**config.mk**
```make
export PLATFORM = sky130hd
export DESIGN_NAME = uas_cmd_parser
export DESIGN_NICKNAME = d
export VERILOG_FILES = /design/src/core/uas_fifo.v /design/src/core/uas_settings.v /design/src/core/uas_cmd_parser.v
export VERILOG_INCLUDE_DIRS = /design/src /design/src/core
export SDC_FILE = /design/constraint.sdc
export NUM_CORES = 1
export LEC_CHECK = 0
export BUFFER_PORTS_ARGS = -buffer_cell sky130_fd_sc_hd__buf_2
export CAP_MARGIN = 20
export CORE_MARGIN = 10
export CORE_UTILIZATION = 55
export DETAILED_ROUTE_END_ITERATION = 8
export PLACE_DENSITY_LB_ADDON = 0.08
export SYNTH_ARGS = -nofsm -noshare
export SYNTH_HDL_FRONTEND = slang
export SYNTH_SLANG_ARGS = --single-unit
```
**constraint.sdc**
```tcl
create_clock -name CLOCK -period 7.5 [get_ports CLOCK]
set_clock_uncertainty 0.2 [all_clocks]
set_input_delay 0.75 -clock CLOCK [delete_from_list [all_inputs] [get_ports CLOCK]]
set_output_delay 0.75 -clock CLOCK [all_outputs]
set_load 0.1 [all_outputs]
```
**src/core/uas_defines.vh**
```
// Constants for the application-service packet parser.
// Included by the settings store and the command parser; definitions only.
`ifndef UAS_DEFINES_VH
`define UAS_DEFINES_VH
`define UAS_ID_SERIAL      8'h00
`define UAS_ID_CONFIG      8'h02
`define UAS_ID_ACK         8'h80
`define UAS_ID_CONFIG_RSP  8'h82
`define UAS_OPT_NONE       8'h00
`define UAS_OPT_ACK_BIT    1
`define UAS_CFG_QUEUE      8'h00
`define UAS_CFG_APPLY      8'h02
`define UAS_ST_OK          8'h00
`define UAS_ST_ERROR       8'h01
`define UAS_ST_BAD_CMD     8'h02
`define UAS_ST_BAD_PARAM   8'h03
`define UAS_OFF_ID         11'h000
`define UAS_OFF_OPT        11'h001
`define UAS_OFF_FRAME      11'h002
`define UAS_OFF_CFGOPT     11'h003
`define UAS_OFF_NAME_HI    11'h004
`define UAS_OFF_NAME_LO    11'h005
`define UAS_OFF_VALUE      11'h007
`define UAS_SERIAL_START   11'h002
`define UAS_SERIAL_MAX     11'h578
`define UAS_FIFO_WIDTH     8
`define UAS_FIFO_DEPTH     16
`endif

```
**src/core/uas_fifo.v**
```verilog
// Synchronous FIFO with valid/ready on both sides.
// Assumes one clock; width and depth set by parameters, depth a power of two.
`timescale 1ns/1ps
module uas_fifo #(
    parameter WIDTH = 8,
    parameter DEPTH = 16,
    parameter AW    = 4
) (
    input  wire             clk,
    input  wire             rst,
    input  wire [WIDTH-1:0] in_data,
    input  wire             in_valid,
    output wire             in_ready,
    output wire [WIDTH-1:0] out_data,
    output wire             out_valid,
    input  wire             out_ready
);
    reg [WIDTH-1:0] mem [0:DEPTH-1];
    reg [AW:0]      wr_ptr;
    reg [AW:0]      rd_ptr;
    wire            full;
    wire            empty;
    wire            push;
    wire            pop;

    assign empty     = (wr_ptr == rd_ptr);
    assign full      = (wr_ptr[AW-1:0] == rd_ptr[AW-1:0]) && (wr_ptr[AW] != rd_ptr[AW]);
    assign in_ready  = !full;
    assign out_valid = !empty;
    assign out_data  = mem[rd_ptr[AW-1:0]];
    assign push      = in_valid && !full;
    assign pop       = out_ready && !empty;

    always @(posedge clk) begin
        if (push) begin
            mem[wr_ptr[AW-1:0]] <= in_data;
        end
    end

    always @(posedge clk or posedge rst) begin
        if (rst) begin
            wr_ptr <= {(AW+1){1'b0}};
            rd_ptr <= {(AW+1){1'b0}};
        end else begin
            if (push) begin
                wr_ptr <= wr_ptr + 1'b1;
            end
            if (pop) begin
                rd_ptr <= rd_ptr + 1'b1;
            end
        end
    end
endmodule

```
**src/core/uas_settings.v**
```verilog
// Small store of configuration settings addressed by two-character names.
// Pending writes are held until an apply pulse; reads return the active value.
// Assumes one clock and single-byte settings.
`timescale 1ns/1ps
`include "uas_defines.vh"
module uas_settings #(
    parameter NUM = 4
) (
    input  wire        clk,
    input  wire        rst,
    input  wire [15:0] name,
    input  wire        wr,
    input  wire [7:0]  wr_value,
    input  wire        apply,
    output reg         known,
    output reg  [7:0]  rd_value,
    output reg         value_ok
);
    reg [7:0] active  [0:NUM-1];
    reg [7:0] pending [0:NUM-1];
    reg [NUM-1:0] dirty;
    reg [NUM-1:0] hit;
    integer i;
    integer j;

    // Setting names: arbitrary example set, index order matters
    function [15:0] slot_name;
        input integer k;
        begin
            case (k)
                0: slot_name = 16'h4944;
                1: slot_name = 16'h4348;
                2: slot_name = 16'h4445;
                default: slot_name = 16'h4E49;
            endcase
        end
    endfunction

    always @* begin
        known    = 1'b0;
        rd_value = 8'h00;
        hit      = {NUM{1'b0}};
        for (j = 0; j < NUM; j = j + 1) begin
            if (name == slot_name(j)) begin
                hit[j]   = 1'b1;
                known    = 1'b1;
                rd_value = active[j];
            end
        end
        value_ok = (wr_value != 8'hFF);
    end

    always @(posedge clk or posedge rst) begin
        if (rst) begin
            dirty <= {NUM{1'b0}};
            for (i = 0; i < NUM; i = i + 1) begin
                active[i]  <= 8'h00;
                pending[i] <= 8'h00;
            end
        end else begin
            for (i = 0; i < NUM; i = i + 1) begin
                if (apply && dirty[i]) begin
                    active[i] <= pending[i];
                end
                if (wr && hit[i] && value_ok) begin
                    pending[i] <= wr_value;
                    // A write that comes with its own apply takes effect at once
                    if (apply) begin
                        active[i] <= wr_value;
                    end
                end
            end
            dirty <= apply ? {NUM{1'b0}} : (dirty | ((wr && value_ok) ? hit : {NUM{1'b0}}));
        end
    end
endmodule

```
**src/core/uas_cmd_parser.v**
```verilog
// Application-service packet parser: decodes configuration and serial-data
// packets, answers with response or acknowledgement packets.
// Assumes packets arrive as byte streams with a last marker; the response
// receiver is always ready; the serial side drains the FIFO at its own pace.
//
// Behaviour
// - Configuration request has identifier 0x02; its options byte is ignored.
// - Frame identifier at offset 2 is never interpreted, only echoed.
// - Option 0 queues a write; option 2 applies all pending changes.
// - Command name is two ASCII characters at offsets 4 and 5.
// - Bytes after the name mean write; none mean read.
// - Every configuration request longer than its two header bytes gets a response with identifier 0x82.
// - Response options byte is 0x00.
// - Response frame identifier equals the request's.
// - Response echoes the name, then status 0 ok, 1 error, 2 unknown, 3 bad.
// - Successful reads of a setting append the value; all other responses omit it.
// - Serial-data packet has identifier 0; options bit 1 requests acknowledgement.
// - Serial payload is at most 1400 bytes and all goes to the serial port.
// - Acknowledgement has identifier 0x80, options zero, no further bytes.
// - Packets use UDP port 0xBEE; acknowledged only on request, no retries.
`timescale 1ns/1ps
`include "uas_defines.vh"
module uas_cmd_parser (
    input  wire       CLOCK,
    input  wire       SYS_RST,
    input  wire [7:0] RX_DATA,
    input  wire       RX_VALID,
    input  wire       RX_LAST,
    output reg        RX_READY,
    output reg  [7:0] TX_DATA,
    output reg        TX_VALID,
    output reg        TX_LAST,
    output reg  [7:0] SER_DATA,
    output reg        SER_VALID,
    input  wire       SER_READY,
    output reg        SER_OVERFLOW
);
    localparam S_HDR   = 3'd0;
    localparam S_CFG   = 3'd1;
    localparam S_SER   = 3'd2;
    localparam S_SKIP  = 3'd3;
    localparam S_RSP   = 3'd4;
    localparam S_ACK   = 3'd5;

    // Name of the apply-pending-changes command, two ASCII bytes
    localparam [15:0] NAME_APPLY = 16'h4143;
    // One past the offset of the last payload byte that may reach the serial port
    localparam [10:0] SER_END    = `UAS_SERIAL_START + `UAS_SERIAL_MAX;

    reg  [2:0]  state;
    reg  [10:0] idx;
    reg  [7:0]  cmd_id;
    reg  [7:0]  opts;
    reg  [7:0]  frame_id;
    reg  [7:0]  cfg_opt;
    reg  [15:0] name;
    reg         has_param;
    reg  [7:0]  param;
    reg         param_long;
    reg  [7:0]  status;
    reg  [7:0]  value;
    reg  [2:0]  rsp_len;
    reg  [2:0]  rsp_idx;
    reg  [7:0]  next_tx;

    wire        take;
    wire        fifo_in_ready;
    wire [7:0]  fifo_out_data;
    wire        fifo_out_valid;
    wire        ser_pop;
    wire        set_known;
    wire [7:0]  set_rd;
    wire        set_ok;
    reg         set_wr;
    reg         set_apply;
    reg         fifo_push;

    assign take = RX_VALID && RX_READY;

    // Serial output register takes a new byte whenever its slot empties
    assign ser_pop = fifo_out_valid && (!SER_VALID || SER_READY);

    uas_fifo #(
        .WIDTH (`UAS_FIFO_WIDTH),
        .DEPTH (`UAS_FIFO_DEPTH),
        .AW    (4)
    ) u_fifo (
        .clk       (CLOCK),
        .rst       (SYS_RST),
        .in_data   (RX_DATA),
        .in_valid  (fifo_push),
        .in_ready  (fifo_in_ready),
        .out_data  (fifo_out_data),
        .out_valid (fifo_out_valid),
        .out_ready (ser_pop)
    );

    uas_settings #(
        .NUM (4)
    ) u_set (
        .clk      (CLOCK),
        .rst      (SYS_RST),
        .name     (name),
        .wr       (set_wr),
        .wr_value (param),
        .apply    (set_apply),
        .known    (set_known),
        .rd_value (set_rd),
        .value_ok (set_ok)
    );

    always @* begin
        fifo_push = take && (state == S_SER) && (idx < SER_END);
    end

    // Settings act in the first cycle of S_RSP, one cycle after the last request byte
    always @* begin
        set_wr    = 1'b0;
        set_apply = 1'b0;
        // A request answered with an error status changes nothing
        if (state == S_RSP && rsp_idx == 3'd0 && status == `UAS_ST_OK) begin
            set_wr    = has_param && (name != NAME_APPLY);
            set_apply = (name == NAME_APPLY) || (cfg_opt == `UAS_CFG_APPLY);
        end
    end

    // Response byte stream, contiguous layout
    always @* begin
        case (rsp_idx)
            3'd0: next_tx = `UAS_ID_CONFIG_RSP;
            3'd1: next_tx = `UAS_OPT_NONE;
            3'd2: next_tx = frame_id;
            3'd3: next_tx = `UAS_OPT_NONE;
            3'd4: next_tx = name[15:8];
            3'd5: next_tx = name[7:0];
            3'd6: next_tx = status;
            default: next_tx = value;
        endcase
    end

    always @* begin
        status = `UAS_ST_OK;
        if (name == NAME_APPLY) begin
            status = has_param ? `UAS_ST_BAD_PARAM : `UAS_ST_OK;
        end else if (!set_known) begin
            status = `UAS_ST_BAD_CMD;
        end else if (has_param && (param_long || !set_ok)) begin
            status = `UAS_ST_BAD_PARAM;
        end else if (cfg_opt != `UAS_CFG_QUEUE && cfg_opt != `UAS_CFG_APPLY) begin
            status = `UAS_ST_ERROR;
        end
    end

    always @(posedge CLOCK or posedge SYS_RST) begin
        if (SYS_RST) begin
            state        <= S_HDR;
            idx          <= 11'h000;
            cmd_id       <= 8'h00;
            opts         <= 8'h00;
            frame_id     <= 8'h00;
            cfg_opt      <= 8'h00;
            name         <= 16'h0000;
            has_param    <= 1'b0;
            param        <= 8'h00;
            param_long   <= 1'b0;
            value        <= 8'h00;
            rsp_len      <= 3'd0;
            rsp_idx      <= 3'd0;
            RX_READY     <= 1'b0;
            TX_DATA      <= 8'h00;
            TX_VALID     <= 1'b0;
            TX_LAST      <= 1'b0;
            SER_DATA     <= 8'h00;
            SER_VALID    <= 1'b0;
            SER_OVERFLOW <= 1'b0;
        end else begin
            if (ser_pop) begin
                SER_DATA  <= fifo_out_data;
                SER_VALID <= 1'b1;
            end else if (SER_READY) begin
                SER_VALID <= 1'b0;
            end
            TX_VALID <= 1'b0;
            TX_LAST  <= 1'b0;
            SER_OVERFLOW <= 1'b0;
            case (state)
                S_HDR: begin
                    // Header bytes are taken regardless of the FIFO; its back-pressure stalls only the payload
                    RX_READY <= 1'b1;
                    if (take) begin
                        idx <= idx + 11'h001;
                        if (idx == `UAS_OFF_ID) begin
                            cmd_id <= RX_DATA;
                        end
                        if (idx == `UAS_OFF_OPT) begin
                            opts <= RX_DATA;
                            if (cmd_id == `UAS_ID_SERIAL) begin
                                // Let the FIFO's flag reach ready before the payload
                                RX_READY <= 1'b0;
                                state <= S_SER;
                            end else if (cmd_id == `UAS_ID_CONFIG) begin
                                state <= S_CFG;
                            end else begin
                                state <= S_SKIP;
                            end
                        end
                        if (RX_LAST) begin
                            idx   <= 11'h000;
                            state <= S_HDR;
                            if (idx == `UAS_OFF_OPT && cmd_id == `UAS_ID_SERIAL &&
                                RX_DATA[`UAS_OPT_ACK_BIT]) begin
                                RX_READY <= 1'b0;
                                state    <= S_ACK;
                            end
                        end
                    end
                end
                S_SER: begin
                    // Ready is registered: drop it after each byte so a push that
                    // fills the FIFO is seen before the next byte is taken
                    RX_READY <= fifo_in_ready && !take;
                    if (take) begin
                        // Saturate so an overlong packet never wraps back into range
                        if (idx != 11'h7ff) begin
                            idx <= idx + 11'h001;
                        end
                        if (idx >= SER_END) begin
                            SER_OVERFLOW <= 1'b1;
                        end
                        if (RX_LAST) begin
                            idx      <= 11'h000;
                            RX_READY <= 1'b0;
                            state    <= opts[`UAS_OPT_ACK_BIT] ? S_ACK : S_HDR;
                        end
                    end
                end
                S_CFG: begin
                    RX_READY <= 1'b1;
                    if (take) begin
                        idx <= idx + 11'h001;
                        case (idx)
                            `UAS_OFF_FRAME:   frame_id <= RX_DATA;
                            `UAS_OFF_CFGOPT:  cfg_opt <= RX_DATA;
                            `UAS_OFF_NAME_HI: name[15:8] <= RX_DATA;
                            `UAS_OFF_NAME_LO: name[7:0] <= RX_DATA;
                            default: begin
                                if (idx == 11'h006) begin
                                    param     <= RX_DATA;
                                    has_param <= 1'b1;
                                end else if (idx > 11'h006) begin
                                    param_long <= 1'b1;
                                end
                            end
                        endcase
                        if (RX_LAST) begin
                            idx      <= 11'h000;
                            RX_READY <= 1'b0;
                            rsp_idx  <= 3'd0;
                            state    <= S_RSP;
                        end
                    end
                end
                S_RSP: begin
                    RX_READY <= 1'b0;
                    if (rsp_idx == 3'd0) begin
                        value   <= set_rd;
                        // Value byte only on a successful read
                        rsp_len <= (!has_param && status == `UAS_ST_OK &&
                                    name != NAME_APPLY) ? 3'd7 : 3'd6;
                    end
                    TX_DATA  <= next_tx;
                    TX_VALID <= 1'b1;
                    TX_LAST  <= (rsp_idx != 3'd0) && (rsp_idx == rsp_len);
                    rsp_idx  <= rsp_idx + 3'd1;
                    if (rsp_idx != 3'd0 && rsp_idx == rsp_len) begin
                        // Acknowledgements count from zero as well
                        rsp_idx    <= 3'd0;
                        has_param  <= 1'b0;
                        param_long <= 1'b0;
                        state      <= S_HDR;
                    end
                end
                S_ACK: begin
                    RX_READY <= 1'b0;
                    TX_VALID <= 1'b1;
                    if (rsp_idx == 3'd0) begin
                        TX_DATA <= `UAS_ID_ACK;
                        rsp_idx <= 3'd1;
                    end else begin
                        TX_DATA <= `UAS_OPT_NONE;
                        TX_LAST <= 1'b1;
                        rsp_idx <= 3'd0;
                        state   <= S_HDR;
                    end
                end
                S_SKIP: begin
                    RX_READY <= 1'b1;
                    if (take && RX_LAST) begin
                        idx   <= 11'h000;
                        state <= S_HDR;
                    end else if (take) begin
                        idx <= idx + 11'h001;
                    end
                end
                default: begin
                    state    <= S_HDR;
                    RX_READY <= 1'b0;
                end
            endcase
        end
    end
endmodule

```
# After elaboration in Yosys (flattened, before gate mapping)
# Memories as Yosys holds them, arrays and structs flattened. A register that Yosys moved wholly into a read port is not among the register bits.
# Index checks and enable logic that the tools add are counted.
[word_totals]
ff_bits = 171
latch_bits = 0
ramBits = 128
mem_bits_ro = 0
in_bits = 13
output_inout_bits = 21
elab_cells = 253
mem_count = 1
[op_classes]
add_sub_neg = 4
n_mul = 0
div = 0
magnitude_cmp = 3
eq_ne = 48
n_shift = 0
n_mux = 94
bitwise_logic = 2
n_reduce_logical = 70
[memory_table]
columns = ["name", "depth", "word_bits", "read_ports", "rd_clocked_by_memory_dff", "write_ports", "line", "rtl"]
rows = [
  ["u_fifo.mem", 16, 8, 1, 1, 1, "uas_fifo.v:18", "reg [WIDTH-1:0] mem [0:DEPTH-1];"],
]
[ops]
columns = ["operator", "count"]
rows = [
  ["8-bit 2-to-1 mux", 17],
  ["16-bit by 15-bit == test with 1-bit output, second input constant", 5],
  ["11-bit 2-to-1 mux", 7],
  ["8-bit one-hot mux with 6 select lines", 1],
  ["3-bit 2-to-1 mux", 15],
  ["1-bit 2-to-1 mux", 38],
  ["11-bit by 3-bit == test with 1-bit output, second input constant", 3],
  ["11-bit one-hot mux with 3 select lines", 1],
  ["1-bit logical AND", 32],
  ["11-bit by 2-bit == test with 1-bit output, second input constant", 2],
  ["2-bit inequality test, second input constant", 11],
  ["3-bit AND reduction", 7],
  ["3-bit one-hot mux with 6 select lines", 1],
  ["8-bit by 2-bit == test with 1-bit output, second input constant", 2],
  ["8-bit zero test", 2],
  ["16-bit by 15-bit inequality test with 1-bit output, second input constant", 1],
  ["8-bit one-hot mux with 2 select lines", 1],
  ["3-bit == test, second input constant", 5],
  ["3-bit by 2-bit == test with 1-bit output, second input constant", 4],
  ["2-bit 2-to-1 mux", 6],
  ["11-bit by 1-bit adder with 11-bit output, second input constant", 1],
  ["11-bit by 1-bit == test with 1-bit output, second input constant", 1],
  ["11-bit greater-or-equal comparator, second input constant", 1],
  ["11-bit by 3-bit greater-than comparator with 1-bit output, second input constant", 1],
  ["other kinds (34)", 56],
]

# Longest topological paths before layout
[depth]
word_depth = 14
ltp_mapped = 10
ltp_nobuf = 8

# Modules after synthesis
# Synthesis repeated with hierarchy kept, for this count alone.
[hier_totals]
hier_cells = 1043
area_unflattened_um2 = 14266.2
[by_module_without_submodules]
columns = ["module", "n_inst", "cells_per_inst", "area_per_inst_um2", "seq_area_each_um2"]
rows = [
  ["uas_fifo", 1, 285, 5637.9, 4093.9],
  ["uas_cmd_parser", 1, 406, 4867.2, 2477.4],
  ["uas_settings", 1, 352, 3761.1, 1701.6],
]

# Worst setup path after synthesis
# Ideal clock, no wire load.
[synth_path]
path_type = "register -> register"
startpoint = "register RX_READY"
endpoint = "memory u_fifo.mem[3][0] (enable)"
setup_ps = 383
t_arrival_ps = 2801
t_required_ps = 6917
setup_slack_ps = 4116
stages_incl_launch_ff = 6
n_path_buf = 0
period_less_slack_ps = 3384
path_cell_list = "dfrtp_1 nand2_1 a2111o_1 a211oi_2 nand2_1 nor3_1"
[synth_between]
elab_chain_cells = 6
[synth_rtl]
columns = ["element", "line", "rtl"]
rows = [
  ["start, declared", "uas_cmd_parser.v:29", "output reg RX_READY,"],
  ["start signal, assigned", "uas_cmd_parser.v:221", "RX_READY <= fifo_in_ready && !take;"],
  ["1-bit logical AND", "uas_cmd_parser.v:78", "assign take = RX_VALID && RX_READY;"],
  ["1-bit logical AND (2 in a row)", "uas_cmd_parser.v:113", "fifo_push = take && (state == S_SER) && (idx < SER_END);"],
  ["1-bit logical AND", "uas_fifo.v:31", "assign push = in_valid && !full;"],
  ["1-bit 2-to-1 mux", "uas_fifo.v:35", "if (push) begin"],
  ["1-bit 2-to-1 mux (not written as such)", "uas_fifo.v:36", "mem[wr_ptr[AW-1:0]] <= in_data;"],
  ["end, declared", "uas_fifo.v:18", ""],
]
# Every way passes these cells.

# Worst setup path after layout
[layout_path]
startpoint = "register state[0]"
endpoint = "register u_set.pending[6] in the netlist's numbering"
[layout_between]
elab_chain_cells = 6
[layout_rtl]
columns = ["element", "line", "rtl"]
rows = [
  ["start, declared", "uas_cmd_parser.v:50", "reg [2:0] state;"],
  ["start signal, assigned", "uas_cmd_parser.v:233", "state <= opts[`UAS_OPT_ACK_BIT] ? S_ACK : S_HDR;"],
  ["3-bit == test", "uas_cmd_parser.v:121", "if (state == S_RSP && rsp_idx == 3'd0 && status == `UAS_ST_OK) begin"],
  ["1-bit logical AND", "uas_cmd_parser.v:121", ""],
  ["1-bit logical AND (no source line)", "--", ""],
  ["1-bit 2-to-1 mux", "uas_cmd_parser.v:121", ""],
  ["1-bit logical AND (2 in a row)", "uas_settings.v:65", "if (wr && hit[i] && value_ok) begin"],
  ["end signal, assigned by index", "uas_settings.v:66", "pending[i] <= wr_value;"],
  ["end, declared", "uas_settings.v:20", "reg [7:0] pending [0:NUM-1];"],
]
# Every way passes these cells.
# A chain may end at the register's enable or synchronous reset.

==> metrics.yaml <==
route:
  remaining_drc_errors: 0
  drt-initial-drc-count: 815
  dr.pass1.iters: 5
  via_count: 9093
  viasPerCell: 6.070
  post_drt_wl_per_cell_um: 22.10
  wirelength_um: 33100
  antenna_left: 0
power_and_ir_drop:
  p_int_mw: 3.495
  irDropWorstVdd_mv: 0.3505
  seqPwrFrac_pct: 41.2
  combPwrFrac_pct: 26.7
  p_per_area_nw_per_um2: 336.0
  switching_share_pct: 33.39
  p_leak_nw: 6.175
  clkPwrFrac_pct: 32.1
  power_switching_mw: 1.752
die:
  die_area_um2: 32460
  start_util_pct: 56.02
  core_um2: 25180
  num_rows: 58
  ios: 34
  die_y_um: 180.2
  dieWidth_um: 180.2
cts:
  clock-sinks: 305
  clock_latency_ns: 0.52
  cts_buffer_depth: 3
  cts_tree: "built"
  postCtsSetupRepairBufs: 0
  clk_pin_slew_ns: 0.06
  hold_buffers: 0
  cts_root_buf: "clkbuf_16"
  numCtsBuffers: 35
  ctsResizeCount: 0
  cts-htree-levels: 2
synthesis:
  synth_nets: 1156
  synth_area_um2: 14110
  synth-simple-area-share_pct: 10.95
  synth-seq-cells: 305
  yosysWarnings: 0
  yosys-top-cells-area: "dfrtp_1 (31%), edfxtp_1 (27%), mux4_2 (6.4%)"
  synthFlopType: "dfrtp_1"
  synth_cells: 1129
  synth.largest_area_cell: "dfrtp_1"
  yosysSeqAreaShare_pct: 58.64
  synth_compound_area_share_pct: 9.916
  synthXorXnorAreaFrac_pct: 1.366
  synth.area.mux_share_pct: 13.37
  syn_avg_cell_area_um2: 12.50
  synth-edff-count: 128
  synthAdderAreaFrac_pct: 1.242
  synth_top_area_share_pct: 31.40
  synth_top_family_by_area: "multiplexers"
  synth-async-reset-ratio_pct: 58.03
  synthDistinctLibCells: 64
worst_setup_path:
  r2r-start: "state[0]$_DFFE_PP0P_"
  regToRegEndpoint: "u_set.pending[6]$_DFFE_PP0N_"
  cp-start-kind: "flop"
  crit_arrival_ns: 4.05
  crit_path_end: "u_set.pending[6]$_DFFE_PP0N_"
  required_ns: 7.74
  crit_path_end_kind: "flop"
  crit_start: "state[0]$_DFFE_PP0P_"
  crit_type: "reg -> reg"
  reg2reg_slack_ns: 3.69
  reg2regPathDepth: 7
  crit_path_max_fanout: 73
timing:
  setup_viol: 0
  fmax_mhz: 262.3
  finalCriticalPeriod_ns: 3.812
  slew_headroom_pct: 32.57
  rsz0062_at_grt: "false"
  drv_slew: 0
  worstMarginPinSlew_ns: 1.004
  period_share_pct: 50.82
  finalHoldViolations: 0
  fin_tns_setup_ns: 0
finish:
  nets: 1168
  fill_cells: 2007
  drive_above_1_share_pct: 19.18
  fin_util_pct: 62.02
  n_antenna_cell: 0
  syn_to_final_growth_pct: 10.71
grt:
  grt_max_degree: 115
  grt_pass1_vias: 9087
  track_usage_pct: 20.20
  grt.overflow.total: 0
  grt_antenna_before_repair: 1
  grt_pass1_wl_um: 52720
place:
  place.gp.congestion: 0.8756
  port_buffers: 33
  dp.final_hpwl_um: 21190
flow_run:
  cap_violations: 0
outcome:
  status: "finished, final reports clean"
worst_hold_path:
  min_path_type: "in -> async"
==> state kept, by name (all words and copies together), names as in the netlist, 8 cells and up <==
| signal | count |
|---|---|
| u_fifo.mem | 128 |
| u_set.active | 32 |
| u_set.pending | 32 |
| name | 16 |
| idx | 11 |
| SER_DATA | 8 |
| TX_DATA | 8 |
| cfg_opt | 8 |
| cmd_id | 8 |
| frame_id | 8 |
| param | 8 |
| value | 8 |
==> critical path, cell delays in order, from the launching register on <==
cell and delay [ns]:
dfrtp_1 0.64, nor3b_1 0.63, nand2_1 0.44, nor4b_4 0.30, buf_4 0.59, and4_1 0.66, nand2_1 0.10, o21ai_1 0.10
==> layout by cell type (no fill, tap or decap), types with 5 or more instances in the layout <==
| cell type | instances |
|---|---|
| nor4_2 | 5 |
| nand4_1 | 15 |
| nor4_1 | 10 |
| clkbuf_8 | 6 |
| nand2_1 | 137 |
| a211oi_1 | 5 |
| mux4_2 | 40 |
| clkbuf_16 | 36 |
| inv_1 | 79 |
| xor2_1 | 14 |
| o21ai_0 | 17 |
| nand3_1 | 9 |
| buf_2 | 37 |
| nor2b_1 | 6 |
| a21oi_1 | 12 |
| buf_4 | 11 |
| o21ai_1 | 37 |
| clkbuf_1 | 8 |
| mux2_2 | 59 |
| edfxtp_1 | 128 |
| mux2i_1 | 32 |
| a22oi_1 | 9 |
| xnor2_1 | 8 |
| nor3_1 | 10 |
| clkinv_2 | 7 |
| and4_1 | 6 |
| nor2_1 | 55 |
| a221oi_1 | 11 |
| a22o_1 | 12 |
| nand2b_1 | 9 |
| a31oi_1 | 71 |
| and2_1 | 7 |
| dfrtp_1 | 176 |
| ha_1 | 14 |
| and3_1 | 6 |
==> cell usage after synthesis (all sizes together) (10+ instances only) <==
| master | number |
|---|---|
| mux2i | 32 |
| xor2 | 14 |
| inv | 80 |
| ha | 14 |
| nor3 | 10 |
| dfrtp | 177 |
| clkbuf | 39 |
| nand4 | 16 |
| mux4 | 40 |
| a21oi | 12 |
| nand2 | 137 |
| a22o | 12 |
| buf | 34 |
| o21ai | 54 |
| a221oi | 11 |
| a31oi | 71 |
| edfxtp | 128 |
| nor2 | 56 |
| nor4 | 16 |
| mux2 | 59 |
==> area by class of cell <==
class / instances / area, um^2 / area share [%]
Clock inverter: 14 / 133.9 / 0.8572
Inverter: 80 / 307.8 / 1.971
Multi-Input combinational cell: 671 / 5207 / 33.34
Timing Repair Buffer: 48 / 267.8 / 1.714
Sequential cell: 305 / 8274 / 52.98
Clock buffer: 50 / 1013 / 6.489
Tap cell: 330 / 412.9 / 2.644
==> power groups by stage <==
stage	combinational [mW]	clock, mW	sequential (mW)
floorplan	0.909	0	2.33
global placement	1.39	0	2.19
detailed placement	1.40	0	2.19
CTS	1.41	1.72	2.16
global route	1.51	1.79	2.19
finish	1.40	1.68	2.16
==> metal layers <==
layer  wire length (um)  vias up  part of all wire (%)  GRT usage, %
met5                  0        -                     0             0
met4                616        0                   1.9         4.856
met3               1888       44                   5.7         4.076
met2              15720      268                    48         31.70
met1              14870     4602                    45         28.39
li1                   -     4179                     -             -
==> through the flow <==
step	area [um^2]	total power [mW]	cells	hold WS, ns	setup slack [ns]
after floorplan	14110	3.240	1129	0.2515	1.748
after global placement	14450	3.577	1430	0.2650	3.797
after detailed placement	14450	3.596	1430	0.2730	3.724
after CTS	15600	5.285	1494	0.2177	3.715
after global routing	15620	5.496	1498	0.2245	3.357
final	15620	5.248	1498	0.1756	3.688
==> cells by family after synthesis <==
| group | Yosys count |
|---|---|
| adders and majority gates | 14 |
| xor gates and xnor gates | 22 |
| and+or+nand+nor | 303 |
| DFF | 305 |
| AOI/OAI and AO/OA | 201 |
| buffers and inverters | 153 |
| muxes | 131 |
==> worst min path at each step <==
stage                                   to  cells past startpoint  slack (ns)              startpoint
detailed placement  TX_DATA[7]$_DFFE_PP0N_                      2        0.27  TX_DATA[7]$_DFFE_PP0N_
finish                param[3]$_DFFE_PP0P_                      2        0.18                 SYS_RST
global placement    TX_DATA[7]$_DFFE_PP0N_                      2        0.26  TX_DATA[7]$_DFFE_PP0N_
global route         SER_VALID$_DFFE_PP0P_                      2        0.22               SER_READY
CTS                  SER_VALID$_DFFE_PP0P_                      2        0.22               SER_READY
floorplan           rsp_len[1]$_DFFE_PP0P_                      1        0.25  rsp_len[1]$_DFFE_PP0P_
(Power assumes the default switching activity.)
